[config.mk]
export PLATFORM = sky130hd
export DESIGN_NAME = uart_fifo_ctrl
export DESIGN_NICKNAME = d
export VERILOG_FILES = /design/src/shared/uart_fifo_pkg.sv /design/src/hw/fifo_mem.sv /design/src/hw/uart_fifo_ctrl.sv
export SDC_FILE = /design/constraint.sdc
export NUM_CORES = 1
export LEC_CHECK = 0
export ABC_AREA = 0
export BUFFER_PORTS_ARGS = -buffer_cell sky130_fd_sc_hd__buf_2
export CAP_MARGIN = 10
export CORE_MARGIN = 1.5
export CORE_UTILIZATION = 40
export CTS_BUF_LIST = sky130_fd_sc_hd__clkbuf_8
export DETAILED_ROUTE_END_ITERATION = 8
export PLACE_DENSITY = 0.62
export RECOVER_POWER = 25
export SLEW_MARGIN = 40
export SYNTH_ARGS = -nofsm -noshare
export SYNTH_HDL_FRONTEND = slang
export SYNTH_SLANG_ARGS = --single-unit
[constraint.sdc]
create_clock -name clock -period 3.6 [get_ports clock]
set_clock_uncertainty 0.15 [all_clocks]
set_input_delay 0.72 -clock clock [delete_from_list [all_inputs] [get_ports clock]]
set_output_delay 0.72 -clock clock [all_outputs]
set_load 0.02 [all_outputs]
[src/shared/uart_fifo_pkg.sv]
// Constants and types shared by the serial port FIFO control logic
package uart_fifo_pkg;

    // ----------------------------------------
    // Geometry
    // ----------------------------------------
    localparam int ADDR_W = 3;
    localparam int DATA_W = 8;
    localparam int FIFO_DEPTH = 16;
    localparam int PTR_W = 4;
    localparam int CNT_W = 5;
    localparam int TMO_W = 6;
    localparam logic [CNT_W-1:0] FIFO_FULL = 5'h10;
    localparam logic [CNT_W-1:0] TX_HALF = 5'h08;

    // ----------------------------------------
    // Register offsets
    // ----------------------------------------
    localparam logic [ADDR_W-1:0] OFS_DATA = 3'h0;
    localparam logic [ADDR_W-1:0] OFS_IER = 3'h1;
    localparam logic [ADDR_W-1:0] OFS_IIR_FCR = 3'h2;
    localparam logic [ADDR_W-1:0] OFS_LINE = 3'h3;
    localparam logic [ADDR_W-1:0] OFS_MODEM = 3'h4;
    localparam logic [ADDR_W-1:0] OFS_LSR = 3'h5;
    localparam logic [ADDR_W-1:0] OFS_DMA_CFG = 3'h6;

    // ----------------------------------------
    // Field positions
    // ----------------------------------------
    localparam int MCR_DTR = 0;
    localparam int MCR_RTS = 1;
    localparam int MCR_AUX = 2;
    localparam int MCR_OUT2 = 3;
    localparam int MCR_LOOP = 4;
    localparam int IER_RX = 0;
    localparam int IER_TX = 1;
    localparam int IER_LS = 2;
    localparam int FCR_EN = 0;
    localparam int FCR_RX_RST = 1;
    localparam int FCR_TX_RST = 2;
    localparam int FCR_TRIG_LO = 6;
    localparam int LINE_STB = 2;
    localparam int LINE_PEN = 3;
    localparam int DMA_EN = 0;

    // ----------------------------------------
    // Reset values and write masks
    // ----------------------------------------
    localparam logic [7:0] MCR_RST = 8'h00;
    localparam logic [7:0] MCR_MASK = 8'h1f;
    localparam logic [7:0] IER_RST = 8'h00;
    localparam logic [7:0] IER_MASK = 8'h0f;
    localparam logic [7:0] LINE_RST = 8'h00;
    localparam logic [7:0] DMA_RST = 8'h00;
    localparam logic [1:0] TRIG_RST = 2'h0;

    // ----------------------------------------
    // Identification codes
    // ----------------------------------------
    localparam logic [7:0] IIR_FIFO_BITS = 8'hc0;
    localparam logic [7:0] IIR_NONE = 8'h01;
    localparam logic [7:0] IIR_LS = 8'h06;
    localparam logic [7:0] IIR_RDA = 8'h04;
    localparam logic [7:0] IIR_TMO = 8'h0c;
    localparam logic [7:0] IIR_THR = 8'h02;

    // ----------------------------------------
    // Trigger levels and character timing
    // ----------------------------------------
    localparam logic [CNT_W-1:0] TRIG_1 = 5'h01;
    localparam logic [CNT_W-1:0] TRIG_4 = 5'h04;
    localparam logic [CNT_W-1:0] TRIG_8 = 5'h08;
    localparam logic [CNT_W-1:0] TRIG_14 = 5'h0e;
    localparam logic [3:0] START_BITS = 4'h1;
    localparam logic [3:0] MIN_DATA_BITS = 4'h5;
    localparam logic [3:0] STOP_BITS = 4'h1;
    localparam int TMO_CHARS_LOG2 = 2;

    // ----------------------------------------
    // Types
    // ----------------------------------------
    typedef struct packed {
        logic brk;
        logic frame_err;
        logic parity_err;
        logic [7:0] data;
    } rx_entry_t;

    localparam int RX_ENTRY_W = 11;

    typedef enum logic [2:0] {
        SRC_NONE,
        SRC_LS,
        SRC_RDA,
        SRC_TMO,
        SRC_THR
    } irq_src_t;

endpackage

[src/hw/fifo_mem.sv]
// Small FIFO storage array with a registered read port
`timescale 1ns/100ps
module fifo_mem #(
    parameter int WIDTH = 8,
    parameter int DEPTH = 16,
    parameter int AW = 4
) (
    input wire logic clock,              // System clock
    input wire logic we,                 // Write strobe
    input wire logic [AW-1:0] waddr,     // Write address
    input wire logic [WIDTH-1:0] wdata,  // Write data
    input wire logic [AW-1:0] raddr,     // Read address
    output logic [WIDTH-1:0] rdata       // Registered read data
);
    logic [WIDTH-1:0] mem [DEPTH];
    logic [WIDTH-1:0] next_rdata;

    // ----------------------------------------
    // Read path
    // ----------------------------------------
    // Bypass so a word written into an empty FIFO is the head at once
    always_comb begin
        if (we && (waddr == raddr)) begin
            next_rdata = wdata;
        end else begin
            next_rdata = mem[raddr];
        end
    end

    // Storage has no reset; only the control state needs one
    always_ff @(posedge clock) begin
        if (we) begin
            mem[waddr] <= wdata;
        end
        rdata <= next_rdata;
    end
endmodule // fifo_mem

[src/hw/uart_fifo_ctrl.sv]
// FIFO control, interrupt identification and DMA requests of a serial port
//
// The implementer's own choices: the placing of the registers and strobed register access.
`timescale 1ns/100ps

// How it works
// - Request-to-send pin low while modem bit 1 set and loopback off.
// - Terminal-ready pin low while modem bit 0 set and loopback off.
// - Modem bit 2 acts only in loopback.
// - Receive-data interrupt while FIFO level at or above trigger.
// - Line status outranks receive data; codes C6 and C4.
// - FIFO-mode line status for an errored head character or an overrun.
// - Data ready set on arrival, cleared when FIFO empty.
// - Timeout: data, four idle character times, no read, trigger above one.
// - A FIFO read clears the timeout; arrivals and reads restart it.
// - Transmit request on becoming half empty; data write or ident read clears.
// - FIFOs on with enables zero is polled mode per direction.
// - Status: data, head errors, transmit need, idle, any error.
// - Separate DMA requests, FIFO mode only.
// - Transmit DMA request while half empty and DMA enabled.
// - Receive DMA request at trigger with no errors; never at trigger one.
// - An errored entry drops the receive DMA request at once.
// - Receive DMA request returns once errors are read out.
// - Character time: start, data, optional parity, stop bits.
module uart_fifo_ctrl
    import uart_fifo_pkg::*;
(
    input wire logic clock,                  // System clock, 20 MHz
    input wire logic rst,                    // Asynchronous reset, active high
    input wire logic [ADDR_W-1:0] reg_addr,  // Register address
    input wire logic [7:0] reg_wdata,        // Register write data
    input wire logic reg_wr,                 // Write strobe
    input wire logic reg_rd,                 // Read strobe
    output logic [7:0] reg_rdata,            // Read data, cycle after strobe
    input wire logic rx_push,                // Receive shift register done
    input wire rx_entry_t rx_char,           // Received character and errors
    input wire logic rx_bit_tick,            // One pulse per receive bit time
    input wire logic tx_pop,                 // Transmit shift register takes head
    input wire logic tx_shift_empty,         // Transmit shift register idle
    output logic [7:0] tx_data,              // Head of transmit FIFO
    output logic tx_valid,                   // Transmit FIFO not empty
    output logic [7:0] line_ctrl,            // Frame format for the shifters
    output logic rts_n,                      // Request to send, active low
    output logic dtr_n,                      // Terminal ready, active low
    output logic out2_n,                     // Interrupt gate pin, active low
    output logic loop_mode,                  // Loopback test mode active
    output logic loop_ri,                    // Aux bit looped to ring input
    output logic uart_irq,                   // Interrupt pending, active high
    output logic tx_dma_req,                 // Transmit DMA request
    output logic rx_dma_req                  // Receive DMA request
);
    // ----------------------------------------
    // State
    // ----------------------------------------
    logic [7:0] modem_line_control, next_modem_line_control;
    logic [7:0] interrupt_enable_reg, next_interrupt_enable_reg;
    logic [7:0] line_reg, next_line_reg;
    logic [7:0] dma_cfg, next_dma_cfg;
    logic fifo_enable_bit, next_fifo_enable_bit;
    logic [1:0] trig_sel, next_trig_sel;
    logic [PTR_W-1:0] rx_wr_ptr, next_rx_wr_ptr, rx_rd_ptr, next_rx_rd_ptr;
    logic [PTR_W-1:0] tx_wr_ptr, next_tx_wr_ptr, tx_rd_ptr, next_tx_rd_ptr;
    logic [CNT_W-1:0] rx_count, next_rx_count, tx_count, next_tx_count;
    logic [CNT_W-1:0] err_count, next_err_count;
    logic overrun, next_overrun;
    logic lsr_seen, next_lsr_seen;
    logic [TMO_W-1:0] tmo_cnt, next_tmo_cnt;
    logic tmo_flag, next_tmo_flag;
    logic thr_flag, next_thr_flag;
    logic tx_need_q, next_tx_need_q;
    logic [7:0] next_reg_rdata;
    logic next_tx_valid, next_rts_n, next_dtr_n, next_out2_n;
    logic next_loop_mode, next_loop_ri, next_uart_irq;
    logic next_tx_dma_req, next_rx_dma_req;

    // Combinational helpers
    rx_entry_t rx_head;
    logic [7:0] tx_head;
    logic rx_take, rx_pop, rx_full, tx_take, tx_drop, tx_full;
    logic rx_clr, tx_clr, tx_need, head_vis, head_err, rda_cond, ls_cond;
    logic rx_char_ready;
    logic [CNT_W-1:0] trig_level;
    logic [3:0] char_bits;
    logic [TMO_W-1:0] tmo_limit;
    irq_src_t irq_src;
    logic [7:0] iir_val, lsr_val;

    // ----------------------------------------
    // FIFO storage
    // ----------------------------------------
    fifo_mem #(.WIDTH(RX_ENTRY_W), .DEPTH(FIFO_DEPTH), .AW(PTR_W)) rx_mem (
        .clock(clock),
        .we(rx_take),
        .waddr(rx_wr_ptr),
        .wdata(rx_char),
        .raddr(next_rx_rd_ptr),
        .rdata(rx_head)
    );

    fifo_mem #(.WIDTH(DATA_W), .DEPTH(FIFO_DEPTH), .AW(PTR_W)) tx_mem (
        .clock(clock),
        .we(tx_take),
        .waddr(tx_wr_ptr),
        .wdata(reg_wdata),
        .raddr(next_tx_rd_ptr),
        .rdata(tx_head)
    );

    assign tx_data = tx_head;

    // ----------------------------------------
    // Next state
    // ----------------------------------------
    always_comb begin
        // Register writes
        next_modem_line_control = modem_line_control;
        next_interrupt_enable_reg = interrupt_enable_reg;
        next_line_reg = line_reg;
        next_dma_cfg = dma_cfg;
        next_fifo_enable_bit = fifo_enable_bit;
        next_trig_sel = trig_sel;
        rx_clr = 1'b0;
        tx_clr = 1'b0;
        if (reg_wr) begin
            unique case (reg_addr)
                OFS_IER: next_interrupt_enable_reg = reg_wdata & IER_MASK;
                OFS_IIR_FCR: begin
                    next_fifo_enable_bit = reg_wdata[FCR_EN];
                    next_trig_sel = reg_wdata[FCR_TRIG_LO +: 2];
                    rx_clr = reg_wdata[FCR_RX_RST];
                    tx_clr = reg_wdata[FCR_TX_RST];
                end
                OFS_LINE: next_line_reg = reg_wdata;
                OFS_MODEM: next_modem_line_control = reg_wdata & MCR_MASK;
                OFS_DMA_CFG: next_dma_cfg = {7'h00, reg_wdata[DMA_EN]};
                default: next_line_reg = line_reg;
            endcase
        end

        // Trigger level decode
        unique case (trig_sel)
            2'h0: trig_level = TRIG_1;
            2'h1: trig_level = TRIG_4;
            2'h2: trig_level = TRIG_8;
            2'h3: trig_level = TRIG_14;
        endcase

        // Receive FIFO; outside FIFO mode it holds one character only
        rx_full = fifo_enable_bit ? (rx_count == FIFO_FULL) : (rx_count != 5'h00);
        rx_take = rx_push && !rx_full && !rx_clr;
        rx_pop = reg_rd && (reg_addr == OFS_DATA) && (rx_count != 5'h00);
        head_err = rx_head.brk | rx_head.frame_err | rx_head.parity_err;
        next_rx_wr_ptr = rx_take ? rx_wr_ptr + 4'h1 : rx_wr_ptr;
        next_rx_rd_ptr = rx_pop ? rx_rd_ptr + 4'h1 : rx_rd_ptr;
        next_rx_count = rx_count + {4'h0, rx_take} - {4'h0, rx_pop};
        // Entries with errors are counted so clearance is exact
        next_err_count = err_count
            + {4'h0, rx_take & (rx_char.brk | rx_char.frame_err | rx_char.parity_err)}
            - {4'h0, rx_pop & head_err};
        if (rx_clr) begin
            next_rx_wr_ptr = 4'h0;
            next_rx_rd_ptr = 4'h0;
            next_rx_count = 5'h00;
            next_err_count = 5'h00;
        end
        rx_char_ready = (rx_count != 5'h00);

        // Transmit FIFO; outside FIFO mode it is a single holding register
        tx_full = fifo_enable_bit ? (tx_count == FIFO_FULL) : (tx_count != 5'h00);
        tx_take = reg_wr && (reg_addr == OFS_DATA) && !tx_full && !tx_clr;
        tx_drop = tx_pop && (tx_count != 5'h00);
        next_tx_wr_ptr = tx_take ? tx_wr_ptr + 4'h1 : tx_wr_ptr;
        next_tx_rd_ptr = tx_drop ? tx_rd_ptr + 4'h1 : tx_rd_ptr;
        next_tx_count = tx_count + {4'h0, tx_take} - {4'h0, tx_drop};
        if (tx_clr) begin
            next_tx_wr_ptr = 4'h0;
            next_tx_rd_ptr = 4'h0;
            next_tx_count = 5'h00;
        end
        tx_need = fifo_enable_bit ? (tx_count <= TX_HALF) : (tx_count == 5'h00);
        next_tx_need_q = tx_need;

        // Overrun and head error visibility; status read hides head errors
        next_overrun = overrun;
        if (reg_rd && (reg_addr == OFS_LSR)) begin
            next_overrun = 1'b0;
        end
        if (rx_push && rx_full) begin
            next_overrun = 1'b1;
        end
        next_lsr_seen = lsr_seen;
        if (reg_rd && (reg_addr == OFS_LSR)) begin
            next_lsr_seen = 1'b1;
        end
        if (rx_pop || rx_clr) begin
            next_lsr_seen = 1'b0;
        end
        head_vis = rx_char_ready && !lsr_seen && head_err;
        ls_cond = overrun | head_vis;

        // Character time from the frame format; half stop bit rounds up
        char_bits = START_BITS + MIN_DATA_BITS + {2'h0, line_reg[1:0]}
            + {3'h0, line_reg[LINE_PEN]} + STOP_BITS + {3'h0, line_reg[LINE_STB]};
        tmo_limit = {char_bits, 2'h0};
        // Timer counts bit ticks and saturates at four character times
        next_tmo_cnt = tmo_cnt;
        if (rx_take || rx_pop || rx_clr) begin
            next_tmo_cnt = 6'h00;
        end else if (rx_bit_tick && (tmo_cnt != tmo_limit)) begin
            next_tmo_cnt = tmo_cnt + 6'h01;
        end
        next_tmo_flag = tmo_flag;
        if (rx_pop || rx_clr) begin
            next_tmo_flag = 1'b0;
        end
        if (fifo_enable_bit && interrupt_enable_reg[IER_RX] && rx_char_ready
            && (trig_level > TRIG_1) && (tmo_cnt == tmo_limit)
            && !rx_take && !rx_pop && !rx_clr) begin
            next_tmo_flag = 1'b1;
        end

        // Receive data available follows the level, not an edge
        rda_cond = interrupt_enable_reg[IER_RX]
            && (fifo_enable_bit ? (rx_count >= trig_level) : rx_char_ready);

        // Interrupt source priority
        if (interrupt_enable_reg[IER_LS] && ls_cond) begin
            irq_src = SRC_LS;
        end else if (rda_cond) begin
            irq_src = SRC_RDA;
        end else if (tmo_flag) begin
            irq_src = SRC_TMO;
        end else if (interrupt_enable_reg[IER_TX] && thr_flag) begin
            irq_src = SRC_THR;
        end else begin
            irq_src = SRC_NONE;
        end
        unique case (irq_src)
            SRC_LS: iir_val = IIR_LS;
            SRC_RDA: iir_val = IIR_RDA;
            SRC_TMO: iir_val = IIR_TMO;
            SRC_THR: iir_val = IIR_THR;
            SRC_NONE: iir_val = IIR_NONE;
        endcase
        iir_val = iir_val | (fifo_enable_bit ? IIR_FIFO_BITS : 8'h00);
        next_uart_irq = (irq_src != SRC_NONE);

        // Transmit request flag: a new half-empty event beats the clear
        next_thr_flag = thr_flag;
        if (tx_take || (reg_rd && (reg_addr == OFS_IIR_FCR) && (irq_src == SRC_THR))) begin
            next_thr_flag = 1'b0;
        end
        if (tx_need && (!tx_need_q || tx_clr)) begin
            next_thr_flag = 1'b1;
        end

        // Line status as seen by polling software
        lsr_val = {fifo_enable_bit && (err_count != 5'h00),
                   (tx_count == 5'h00) && tx_shift_empty,
                   tx_need,
                   head_vis && rx_head.brk,
                   head_vis && rx_head.frame_err,
                   head_vis && rx_head.parity_err,
                   overrun,
                   rx_char_ready};

        // Read data, presented in the cycle after the strobe
        next_reg_rdata = 8'h00;
        if (reg_rd) begin
            unique case (reg_addr)
                OFS_DATA: next_reg_rdata = rx_head.data;
                OFS_IER: next_reg_rdata = interrupt_enable_reg;
                OFS_IIR_FCR: next_reg_rdata = iir_val;
                OFS_LINE: next_reg_rdata = line_reg;
                OFS_MODEM: next_reg_rdata = modem_line_control;
                OFS_LSR: next_reg_rdata = lsr_val;
                OFS_DMA_CFG: next_reg_rdata = dma_cfg;
                default: next_reg_rdata = 8'h00;
            endcase
        end

        // Modem pins; loopback parks them inactive and loops the aux bit
        next_loop_mode = modem_line_control[MCR_LOOP];
        next_rts_n = next_loop_mode | ~modem_line_control[MCR_RTS];
        next_dtr_n = next_loop_mode | ~modem_line_control[MCR_DTR];
        next_out2_n = next_loop_mode | ~modem_line_control[MCR_OUT2];
        next_loop_ri = next_loop_mode & modem_line_control[MCR_AUX];

        // DMA requests exist in FIFO mode only
        next_tx_dma_req = fifo_enable_bit && dma_cfg[DMA_EN] && tx_need;
        next_rx_dma_req = fifo_enable_bit && dma_cfg[DMA_EN]
            && (trig_level != TRIG_1) && (rx_count >= trig_level)
            && (err_count == 5'h00);
        next_tx_valid = (next_tx_count != 5'h00);
    end

    // ----------------------------------------
    // Registers
    // ----------------------------------------
    // Every output is taken from a flip-flop so the pins never glitch
    always_ff @(posedge clock or posedge rst) begin
        if (rst) begin
            modem_line_control <= MCR_RST;
            interrupt_enable_reg <= IER_RST;
            line_reg <= LINE_RST;
            dma_cfg <= DMA_RST;
            fifo_enable_bit <= 1'b0;
            trig_sel <= TRIG_RST;
            rx_wr_ptr <= 4'h0;
            rx_rd_ptr <= 4'h0;
            tx_wr_ptr <= 4'h0;
            tx_rd_ptr <= 4'h0;
            rx_count <= 5'h00;
            tx_count <= 5'h00;
            err_count <= 5'h00;
            overrun <= 1'b0;
            lsr_seen <= 1'b0;
            tmo_cnt <= 6'h00;
            tmo_flag <= 1'b0;
            thr_flag <= 1'b0;
            tx_need_q <= 1'b0;
            reg_rdata <= 8'h00;
            tx_valid <= 1'b0;
            line_ctrl <= LINE_RST;
            rts_n <= 1'b1;
            dtr_n <= 1'b1;
            out2_n <= 1'b1;
            loop_mode <= 1'b0;
            loop_ri <= 1'b0;
            uart_irq <= 1'b0;
            tx_dma_req <= 1'b0;
            rx_dma_req <= 1'b0;
        end else begin
            modem_line_control <= next_modem_line_control;
            interrupt_enable_reg <= next_interrupt_enable_reg;
            line_reg <= next_line_reg;
            dma_cfg <= next_dma_cfg;
            fifo_enable_bit <= next_fifo_enable_bit;
            trig_sel <= next_trig_sel;
            rx_wr_ptr <= next_rx_wr_ptr;
            rx_rd_ptr <= next_rx_rd_ptr;
            tx_wr_ptr <= next_tx_wr_ptr;
            tx_rd_ptr <= next_tx_rd_ptr;
            rx_count <= next_rx_count;
            tx_count <= next_tx_count;
            err_count <= next_err_count;
            overrun <= next_overrun;
            lsr_seen <= next_lsr_seen;
            tmo_cnt <= next_tmo_cnt;
            tmo_flag <= next_tmo_flag;
            thr_flag <= next_thr_flag;
            tx_need_q <= next_tx_need_q;
            reg_rdata <= next_reg_rdata;
            tx_valid <= next_tx_valid;
            line_ctrl <= next_line_reg;
            rts_n <= next_rts_n;
            dtr_n <= next_dtr_n;
            out2_n <= next_out2_n;
            loop_mode <= next_loop_mode;
            loop_ri <= next_loop_ri;
            uart_irq <= next_uart_irq;
            tx_dma_req <= next_tx_dma_req;
            rx_dma_req <= next_rx_dma_req;
        end
    end
endmodule // uart_fifo_ctrl

### Word level (Yosys, flattened, before mapping)

Memories as Yosys holds them, arrays and structs flattened. A register that Yosys moved wholly into a read port is not among the register bits.
Index checks and enable logic that the tools add are counted.

| cells by class | value |
|---|---|
| equal/unequal tests | 18 |
| muxes and demuxes | 42 |
| bitwise gates (word level) | 15 |
| magnitude comparators | 3 |
| reductions and logical operators | 71 |
| add/sub/neg operators | 15 |

Operators with widths:

| operator | number |
|---|---|
| one-hot mux 8 bit (7 select lines) | 1 |
| one-hot mux 8 bit (5 select lines) | 1 |
| logical AND 1 bit | 36 |
| 2-to-1 mux 4 bit | 8 |
| adder 4 x 1 -> 4 bit, second input constant | 5 |
| 2-to-1 mux 1 bit | 20 |
| one-hot mux 5 bit (4 select lines) | 1 |
| nonzero test 5 bit | 4 |
| 2-to-1 mux 8 bit | 2 |
| adder 5 x 1 -> 5 bit | 3 |
| 2-to-1 mux 5 bit | 3 |
| subtractor 5 x 1 -> 5 bit | 3 |
| nonzero test 2 bit | 7 |
| == test 3 x 2 -> 1 bit, second input constant | 4 |
| == test 3 bit, second input constant | 4 |
| 2-to-1 mux 3 bit | 4 |
| 2-to-1 mux 6 bit | 2 |
| == test 5 bit, second input constant | 2 |
| zero test 5 bit | 2 |
| AND reduction 2 bit | 5 |
| adder 4 x 1 -> 4 bit | 2 |
| zero test 1 bit | 8 |
| OR 1 bit | 8 |
| OR 8 bit | 1 |
| other kinds (17) | 28 |

| word-level totals | value |
|---|---|
| memories | 2 |
| logic and storage cells | 195 |
| output and inout bits | 33 |
| flip-flop bits (word level) | 80 |
| RAM bits | 304 |
| input port bits | 30 |

Memories:

| name | depth | bits a word | read ports | clocked after memory_dff | write ports | RTL line | RTL |
|---|---|---|---|---|---|---|---|
| rx_mem.mem | 16 | 11 | 1 | 1 | 1 | fifo_mem.sv:15 | `logic [WIDTH-1:0] mem [DEPTH];` |
| tx_mem.mem | 16 | 8 | 1 | 1 | 1 | fifo_mem.sv:15 |  |

### Logic depth before layout (Yosys ltp)

Gate-level depths: netlist of run 1.

| depth | value |
|---|---|
| depth after elaboration | 12 |
| depth in mapped cells | 15 |
| gate-level depth less buffers | 14 |

### Cells and area by module

A second synthesis of run 1 with hierarchy kept.

| unflattened totals | value |
|---|---|
| cell total of the unflattened synthesis | 957 |
| area, all modules | 16,378.2 µm² |

Modules (own cells, without submodules):

| module | sequential area each (µm²) | cells an instance | area each (µm²) | times used |
|---|---|---|---|---|
| fifo_mem at rx_mem | 5,365.1 | 298 | 6,899.1 | 1 |
| fifo_mem at tx_mem | 3,923.8 | 225 | 5,067.4 | 1 |
| uart_fifo_ctrl | 2,005.7 | 434 | 4,411.7 | 1 |

### Least setup slack after synthesis of run 1

Ideal clock, no wire load.

| path | value |
|---|---|
| path type | flip-flop to flip-flop |
| start | register rx_count[3] |
| end | register rx_count[4] |
| buffers on the path | 1 |
| stages on the path, launching flop included | 15 |
| period minus slack after synthesis | 3,760 ps |
| slack | -160 ps |
| arrival time | 3,533 ps |
| data required time | 3,372 ps |
| library setup time | 78 ps |
| cells stage by stage | dfrtp_1 inv_1 ha_1 or4b_2 clkbuf_1 a21boi_1 and2_1 inv_1 ha_1 ha_1 fa_1 a21oi_1 nor2_1 or3_1 a21oi_1 |

| on the way | value |
|---|---|
| longest elaborated chain between the ends | 8 |
| elaborated cells on any way between the ends | 10 |
| classes of those cells | 2 x add/sub; 1 x eq/ne; 2 x mux; 5 x reduce/logical |

RTL lines:

| what | RTL line | RTL |
|---|---|---|
| start: declaration | uart_fifo_ctrl.sv:63 | `logic [CNT_W-1:0] rx_count, next_rx_count, tx_count, next_tx_count;` |
| start signal: assignment | uart_fifo_ctrl.sv:344 | `rx_count <= next_rx_count;` |
| == test 5 bit or nonzero test 5 bit (tied branches) | uart_fifo_ctrl.sv:149, uart_fifo_ctrl.sv:151 |  |
| 2-to-1 mux 1 bit | uart_fifo_ctrl.sv:149 | `rx_full = fifo_enable_bit ? (rx_count == FIFO_FULL) : (rx_count != 5'h00);` |
| zero test 1 bit | uart_fifo_ctrl.sv:150 | `rx_take = rx_push && !rx_full && !rx_clr;` |
| logical AND 1 bit (2 in a row) | uart_fifo_ctrl.sv:150 |  |
| adder 5 x 1 -> 5 bit | uart_fifo_ctrl.sv:155 | `next_rx_count = rx_count + {4'h0, rx_take} - {4'h0, rx_pop};` |
| subtractor 5 x 1 -> 5 bit * | uart_fifo_ctrl.sv:155 |  |
| 2-to-1 mux 5 bit * | uart_fifo_ctrl.sv:160 | `if (rx_clr) begin` |
| named net next_rx_count[4] | uart_fifo_ctrl.sv:63 |  |

Mark *: on every way through the listed nets, which the timed path passes. The rest lies on a longest branch.
A chain may end at the register's enable or synchronous reset.

==> flow_summary.toml, run 1 <==
[clock_tree]
clockBufferDepth = 3
clockRootBuffer = "clkbuf_8"
htreeDepth = 3
path_clk_slew_ps = 60
clock_sinks = 392
cts_made_buffers = 66
cts_tree = "yes"
clock_latency_ps = 620

[layout]
drive_above_1_share_pct = 29.8
antenna_cells = 0
largest_reg_flops = 176
reg.largest.list = "rx_mem.mem: 176 flops, tx_mem.mem: 128 flops"
nFillCells = 3398
multi_input_area_um2 = 4700
areaGrowthSynthToFinish_pct = 16.0
fin_nets = 1147
top_register = "rx_mem.mem"
seqCellArea_um2 = 11300
stdcell_count = 1644

[worst_setup_path]
critPathMaxFanout = 11
rrSetupSlack_ps = 120
cp-end-kind = "register"
critPathMaxStageDelay_ps = 560
crit_family = "simple AND/OR/NAND/NOR gates"
path_buf_inv = 3
cp.required_ps = 3990
crit_path_start_kind = "register"
critical_path_class = "register to register"
cp_cell_sequence = "buf_12 -> buf_12 -> mux4_1 -> nand2_1 -> nand3_1 -> nor3_2 -> nor2_1 -> ha_1 -> inv_1 -> ha_1 -> fa_2 -> a21oi_2 -> nor2_1 -> or3_1 -> a21oi_1"
cp_slowest_cell = "mux4_1"
crit_arrival_ps = 3870
r2r_cells = 15
worstReg2RegEnd = "err_count[4]"

[synth]
yosys_warnings = 0
ys_async_sr_fraction_pct = 20.4
synthTopCellsByCount = "304 x edfxtp_1, 88 x mux4_2, 77 x dfrtp_1"
syn_inst = 917
synth_enable_flop_cells = 304
synth.most_common_cell = "edfxtp_1"
synth.avg_cell_area_um2 = 17.7
synth.net_count = 992
ys_types = 57
ys_top_cells_by_area = "edfxtp_1 56%, mux4_2 12%, dfrtp_1 12%"
seq_area_frac_synth_pct = 69.5
ys.flop_type = "edfxtp_1"
netlist_area_um2 = 16200
synth_top_area_share_pct = 56.2
yosys.area.top_type = "edfxtp_1"
ys_ff_latch = 392

[sta]
drv_slew = 0
fin_crit_sh_pct = 96.7
fmax_mhz = 287
relSlewSlack_pct = 42.5
tightest_slew_ps = 863
setup_violations = 0
hold_violations = 0
layout_min_cycle_time_ps = 3480

[die]
core-area_um2 = 39900
rows = 73
dieWidth_um = 205
initial_core_util_pct = 40.7
die_h_um = 205
dieArea_um2 = 41800
io_pins = 63

[grt]
grtUsageTotal_pct = 17.7
grt_antenna_before_repair = 3
grt_pass1_vias = 8974
grt_overflow = 0
grt_max_degree = 33
grt_pass1_wl_mm = 54.5

[min_path]
whs_path_depth = 2
min_to = "overrun"
hold_start = "rx_push"
min_path_type = "input port to register"

[route]
totalWireLength_mm = 35.6
wl_per_cell_um = 21.6
drt-pass1-iter-count = 5
vias_per_cell = 5.26
drt_iter0_drc = 512
drt_drc_violations_left = 0
ant_nets = 0
via_count = 8643

[power_and_ir_drop]
power_w = 0.0135
ir_drop_uv = 336
total_leakage_power_nw = 6.82
power_density_nw_per_um2 = 715

[placed_design]
gp_congestion = 0.829
port_buffers = 62
place_inst = 1520
hpwl_mm = 23.4

[job]
maxCapViolCount = 0

[outcome]
outcome = "finished clean"
==> layer usage <==
layer  part of all wire [%]  vias to the layer above  global-route usage, %
met4                    2.6                        4                   6.28
met1                     44                     4471                   23.9
li1                       -                     3876                      -
met3                    4.8                       77                   3.64
met2                     48                      215                   28.5
met5                  0.073                        -                      0
==> area by class of cell <==
class | count | area share, %
clock buffers | 71 | 5.19
well taps | 525 | 3.49
flip-flops and latches | 392 | 60.0
clock inverters | 44 | 1.31
multi-input cells | 446 | 25.0
repair buffers | 124 | 4.24
inverters | 42 | 0.843
==> kinds of logic after synthesis <==
| kind of cell | after synthesis | synth area share (%) |
|---|---|---|
| multiplexers | 119 | 14.7 |
| buffers and inverters | 79 | 2.09 |
| flip-flops | 392 | 69.5 |
| AO/OA/AOI/OAI | 71 | 2.90 |
| adder cells (fa/ha/maj) | 45 | 3.65 |
| AND/OR/NAND/NOR | 181 | 5.53 |
| XOR/XNOR | 30 | 1.62 |
==> worst max-delay path by stage <==
stage | slack, ps | end | cells after the start
finish | 120 | err_count[4] | 15
CTS | 40 | err_count[4] | 14
global placement | 90 | err_count[4] | 14
detailed placement | 50 | err_count[4] | 14
floorplan | -3 | rx_count[4] | 14
global route | -10 | err_count[4] | 15
==> placed cells by master, fill, tap and decap left out, types with 6 or more instances in the layout <==
cell type and n:
edfxtp_1 304, mux4_2 89, dfrtp_1 77, clkbuf_8 71
inv_1 62, buf_4 58, nor2_1 48, buf_2 48
ha_1 41, nand2_1 39, and2_1 27, mux2_2 24
a21oi_1 20, xnor2_1 16, nand3_1 15, xor2_1 14
clkbuf_1 14, clkinv_1 12, nor3_2 11, o21ai_0 11
nand4_1 8, nor3_1 6
==> through the flow <==
| stage | worst slack, ps | util, % | cell area, µm² | setup TNS [ps] | hold slack, ps |
|---|---|---|---|---|---|
| 2_1_floorplan | -2.70 | - | 16300 | -2.70 | 242 |
| 3_3_place_gp | 86.3 | 43.9 | 17500 | 0 | 301 |
| 3_5_place_dp | 45.5 | 43.9 | 17500 | 0 | 307 |
| 4_1_cts | 41.9 | 47.0 | 18800 | 0 | 216 |
| 5_1_grt | -11.3 | 47.2 | 18800 | -11.3 | 233 |
| 6_report | 118 | 47.2 | 18800 | 0 | 237 |
==> power breakdown <==
group / leakage [nW] / internal [W] / total [W] / switching, W
logic: 2.33 / 0.00199 / 0.00402 / 0.00203
registers: 3.79 / 0.00534 / 0.00575 / 0.000405
clock network: 0.699 / 0.00196 / 0.00371 / 0.00174
==> what timing repair did <==
action,in CTS,in global routing
setup endpoints to repair,0,2
setup buffers,0,8
hold endpoints to repair,23,0
hold buffers,1,0
gates resized for setup,0,5
Power figures use the tool's default switching activity.
==> run 2: changes to the inputs <==
--- a/config.mk
+++ b/config.mk
@@ -12,8 +12,9 @@
 export CORE_UTILIZATION = 40
 export CTS_BUF_LIST = sky130_fd_sc_hd__clkbuf_8
 export DETAILED_ROUTE_END_ITERATION = 8
-export PLACE_DENSITY = 0.62
+export PLACE_DENSITY = 0.6
 export RECOVER_POWER = 25
+export SETUP_SLACK_MARGIN = 0.1
 export SLEW_MARGIN = 40
 export SYNTH_ARGS = -nofsm -noshare
 export SYNTH_HDL_FRONTEND = slang
==> constraint.sdc (replaced) <==
create_clock -name clock -period 4 [get_ports clock]
set_clock_uncertainty 0.15 [all_clocks]
set_input_delay 0.8 -clock clock [delete_from_list [all_inputs] [get_ports clock]]
set_output_delay 0.8 -clock clock [all_outputs]
set_load 0.02 [all_outputs]
==> run 2 against run 1 <==
Compared with the run above: utilization fell by 0.42 points; power shrank 11%; final cell count fell by 0.91%; first-iteration DRC count is 20% higher; critical path type is now register to output port; largest power group unchanged.
==> flow_summary.toml, run 2 (same netlist as run 1, synthesis figures left out) <==
[grt]
grt_pass1_wl_mm = 52.9
grt_max_degree = 35
grt_overflow = 0
grt_antenna_before_repair = 1
grtUsageTotal_pct = 17.3
grt_pass1_vias = 8771

[route]
vias_per_cell = 5.15
totalWireLength_mm = 35.2
drt-pass1-iter-count = 4
drt_iter0_drc = 614
wl_per_cell_um = 21.6
drt_drc_violations_left = 0
via_count = 8397
ant_nets = 0

[sta]
fmax_mhz = 269
relSlewSlack_pct = 45.8
rsz0062_at_grt = "no"
setup_tns_ps = 0
fin_crit_sh_pct = 92.9
setup_violations = 0
fin_ws_ps = 286
layout_min_cycle_time_ps = 3710
hold_violations = 0
drv_slew = 0
tightest_slew_ps = 814

[clock_tree]
clockBufferDepth = 3
clock_sinks = 392
path_clk_slew_ps = 60
cts_setup_buffers = 0
cts_tree = "yes"
htreeDepth = 3
clock_latency_ps = 600
cts_made_buffers = 67
clockRootBuffer = "clkbuf_8"

[die]
rows = 73
io_pins = 63
dieArea_um2 = 41800
core-area_um2 = 39900
initial_core_util_pct = 40.7
die_h_um = 205
dieWidth_um = 205

[min_path]
min_path_type = "register to register"

[layout]
drive_above_1_share_pct = 28.3
final_core_util_pct = 46.8
fin_nets = 1129
areaGrowthSynthToFinish_pct = 14.9
top_register = "rx_mem.mem"
layout_commonest_cell = "edfxtp_1"
reg.largest.list = "rx_mem.mem: 176 flops, tx_mem.mem: 128 flops"
largest_reg_flops = 176
layout_common_cells = "304 x edfxtp_1, 88 x mux4_2, 77 x dfrtp_1"

[worst_setup_path]
crit_path_start_kind = "register"
cp-end-kind = "output port"
crit_family = "multiplexers"
cp_cell_sequence = "buf_12 -> mux4_2 -> mux4_2 -> buf_2"
crit_arrival_ps = 2760
cp_slowest_cell = "dfxtp_2"
path_buf_inv = 2
critPathMaxStageDelay_ps = 630
cp.required_ps = 3050
critPathMostFrequentCell = "mux4_2"
critical_path_class = "register to output port"
critPathMaxFanout = 21

[outcome]
outcome = "finished clean"

[job]
maxCapViolCount = 0

[power_and_ir_drop]
ir_drop_uv = 307
power_w = 0.0120
total_leakage_power_nw = 6.72
power_density_nw_per_um2 = 640

[placed_design]
hpwl_mm = 23.1
gp_congestion = 0.817
port_buffers = 62
place_ws_ps = 267
-- run 2: layout make-up --
type                            instances  area (µm²)
Sequential cell                       392       11300
Timing Repair Buffer                  105         632
Fill cell                            3396       21200
Clock inverter                         45         251
Antenna cell                            2        5.00
Multi-Input combinational cell        446        4680
Clock buffer                           72         991
Tap cell                              525         657
Inverter                               42         159
-- run 2: report_power, final --
group	internal (W)	switching (W)	total [W]
combinational	0.00167	0.00170	0.00337
sequential	0.00481	0.000427	0.00524
clock	0.00179	0.00156	0.00335
-- run 2: repair_timing --
action,CTS,global route
endpoints found under the setup margin,0,2
gates resized for setup,0,2
hold buffers,1,0
endpoints found under the hold margin,13,0
-- run 2: per-layer routing --
layer,wire [µm],global-route usage [%],share of wire [%]
met5,0,0,0
met4,774,6.14,2.2
met3,2020,3.47,5.7
met2,17700,29.2,50
met1,14800,22.3,42
-- run 2: through the flow --
| step | std cells | cell area, µm² | hold slack [ps] |
|---|---|---|---|
| 2_1_floorplan | 917 | 16200 | 242 |
| 4_1_cts | 1627 | 18700 | 308 |
| 3_3_place_gp | 1509 | 17400 | 297 |
| 3_5_place_dp | 1509 | 17400 | 304 |
| 6_report | 1629 | 18700 | 311 |
| 5_1_grt | 1628 | 18700 | 324 |
-- run 2: path summary, 6_finish.rpt --
path | slack [ps] | cells past startpoint | endpoint | startpoint
max | 290 | 4 | tx_data[4] | register
min | 310 | 1 | out2_n | modem_line_control[3]
max reg2reg | 290 | 14 | err_count[4] | rx_count[3]
min reg2reg | 310 | 1 | out2_n | modem_line_control[3]
max in group asynchronous | 2420 | 4 | rts_n | rst
min in group asynchronous | 520 | 3 | tmo_cnt[5] | rst
-- run 2: worst register-to-register path, stage by stage, from the launching register on --
cell	delay (ps)
dfrtp_1	400
inv_1	90
ha_1	170
or4b_2	620
a21boi_1	180
and2_2	220
o31ai_1	100
ha_1	310
inv_1	40
ha_1	200
fa_1	410
a21oi_1	150
nor2_1	60
or3_1	340
a21oi_1	170
==> run 3: changes to the inputs <==
--- a/config.mk
+++ b/config.mk
@@ -12,10 +12,11 @@
 export CORE_UTILIZATION = 40
 export CTS_BUF_LIST = sky130_fd_sc_hd__clkbuf_8
 export DETAILED_ROUTE_END_ITERATION = 8
-export PLACE_DENSITY = 0.6
+export PLACE_DENSITY = 0.62
 export RECOVER_POWER = 25
 export SETUP_SLACK_MARGIN = 0.1
 export SLEW_MARGIN = 40
 export SYNTH_ARGS = -nofsm -noshare
 export SYNTH_HDL_FRONTEND = slang
 export SYNTH_SLANG_ARGS = --single-unit
+export TNS_END_PERCENT = 20
==> constraint.sdc (replaced) <==
create_clock -name clock -period 3.3 [get_ports clock]
set_clock_uncertainty 0.15 [all_clocks]
set_input_delay 0.66 -clock clock [delete_from_list [all_inputs] [get_ports clock]]
set_output_delay 0.66 -clock clock [all_outputs]
set_load 0.02 [all_outputs]
==> run 3 against run 2 <==
Compared with the run above: the flow now finishes with violations (setup timing); sequential cell count unchanged; via count rose by 2.3%; final cell count grew 1.5%; sequential share of layout area down 1.2 points; utilization grew 0.92 points; hold slack worse by 97 ps; die area did not move; combinational power grew 39%; highest routed layer is now met5; global-route usage up 0.58 points; setup slack got worse by 390 ps.
==> flow_summary.toml, run 3 (same netlist as run 1, synthesis figures left out) <==
[grt]
grt_antenna_before_repair = 2
grt_max_degree = 48
grt_pass1_wl_mm = 55.1
grtUsageTotal_pct = 17.9
grt_overflow = 0
grt_pass1_vias = 9143

[worst_setup_path]
crit_path_start_kind = "register"
critPathMostFrequentCell = "nor2_1"
critical_path_class = "register to register"
critPathMaxStageDelay_ps = 570
critPathMaxFanout = 6
cp_slowest_cell = "mux4_1"
cp_cell_sequence = "buf_12 -> buf_4 -> mux4_1 -> nand2_1 -> nand3_1 -> nor3_2 -> nor2_1 -> ha_1 -> inv_1 -> ha_2 -> fa_2 -> a21oi_2 -> nor2_1 -> or3_1 -> a21oi_1"
r2r_cells = 15
cp-end-kind = "register"
cp.required_ps = 3670
crit_arrival_ps = 3780

[route]
wl_per_cell_um = 21.5
drt-pass1-iter-count = 4
drt_iter0_drc = 535
drt_drc_violations_left = 0
totalWireLength_mm = 35.6
via_count = 8594
ant_nets = 0
vias_per_cell = 5.20

[layout]
areaGrowthSynthToFinish_pct = 17.2
fin_nets = 1150
layout_commonest_cell = "edfxtp_1"
drive_above_1_share_pct = 31.4
largest_reg_flops = 176
reg.largest.list = "rx_mem.mem: 176 flops, tx_mem.mem: 128 flops"
layout_common_cells = "304 x edfxtp_1, 89 x mux4_2, 77 x dfrtp_1"
top_register = "rx_mem.mem"

[clock_tree]
path_clk_slew_ps = 60
cts_tree = "yes"
clockBufferDepth = 3
clock_sinks = 392
clockRootBuffer = "clkbuf_8"
cts_made_buffers = 68
htreeDepth = 3
clock_latency_ps = 600

[sta]
fmax_mhz = 294
drv_slew = 0
hold_violations = 0
rsz0062_at_grt = "yes"
setup_violations = 1
hold_ws_ps = 214
relSlewSlack_pct = 42.8
tightest_slew_ps = 857
fin_ws_ps = -103
layout_min_cycle_time_ps = 3400
fin_crit_sh_pct = 103

[placed_design]
gp_congestion = 0.804
hpwl_mm = 22.6
port_buffers = 62
place_ws_ps = -173

[die]
io_pins = 63
dieWidth_um = 205
core-area_um2 = 39900
die_h_um = 205
initial_core_util_pct = 40.7
dieArea_um2 = 41800
rows = 73

[min_path]
min_path_type = "input port to register"
whs_path_depth = 2

[power_and_ir_drop]
ir_drop_uv = 421
total_leakage_power_nw = 6.90
power_w = 0.0150
power_density_nw_per_um2 = 785

[outcome]
outcome = "finished, violations left"
violations = "setup timing"

[job]
maxCapViolCount = 0
-- run 3: worst max-delay path, delay by kind of cell, from the launching register on --
family / cells / cell delay, ps
fa+ha+maj: 3 / 800
flops: 1 / 350
compound gates: 2 / 250
buf+inv: 3 / 280
simple gates: 6 / 920
mux: 1 / 570
-- run 3: final timing paths --
check | slack (ps) | start | to
setup / recovery | -100 | register | err_count[4]
hold / removal | 210 | rx_push | overrun
setup reg to reg | -100 | register | err_count[4]
hold reg to reg | 310 | modem_line_control[0] | dtr_n
max in group asynchronous | 1740 | rst | out2_n
min in group asynchronous | 530 | rst | rx_count[2]
-- run 3: area by class of cell --
cell class,instances,area (µm²)
diodes,1,2.50
clock buffers,74,1020
clock inverters,48,209
fillers,3378,20900
inverters,42,159
multi-input cells,446,4760
flip-flops and latches,392,11300
well taps,525,657
repair buffers,125,937
-- run 3: power by group --
| group | switching (W) | internal, W | total, W |
|---|---|---|---|
| sequential | 0.000470 | 0.00583 | 0.00630 |
| combinational | 0.00227 | 0.00240 | 0.00467 |
| clock | 0.00192 | 0.00207 | 0.00399 |
| total | 0.00465 | 0.0103 | 0.0150 |
-- run 3: repair_timing --
action,in CTS,in global routing
setup buffers,5,4
setup endpoints to repair,10,14
hold buffers,1,0
cloned,2,0
gates resized for setup,31,4
pin swaps,10,1
endpoints found under the hold margin,33,0
-- run 3: layer usage --
layer | vias up | global-route usage [%] | wire length [µm] | share of wire (%)
met2 | 196 | 30.1 | 17900 | 50
met3 | 68 | 3.99 | 1860 | 5.2
met4 | 2 | 6.49 | 825 | 2.3
li1 | 3885 | - | - | -
met5 | - | 0 | 8 | 0.022
met1 | 4443 | 22.8 | 15000 | 42
-- run 3: through the flow --
stage	cell area [µm²]	instances	TNS [ps]	utilization [%]
floorplan	16300	917	-2580	-
global placement	17600	1518	-148	44.0
finish	19000	1653	-103	47.7
detailed placement	17600	1518	-173	44.0
CTS	19000	1648	-96.7	47.6
global route	19000	1653	-450	47.7
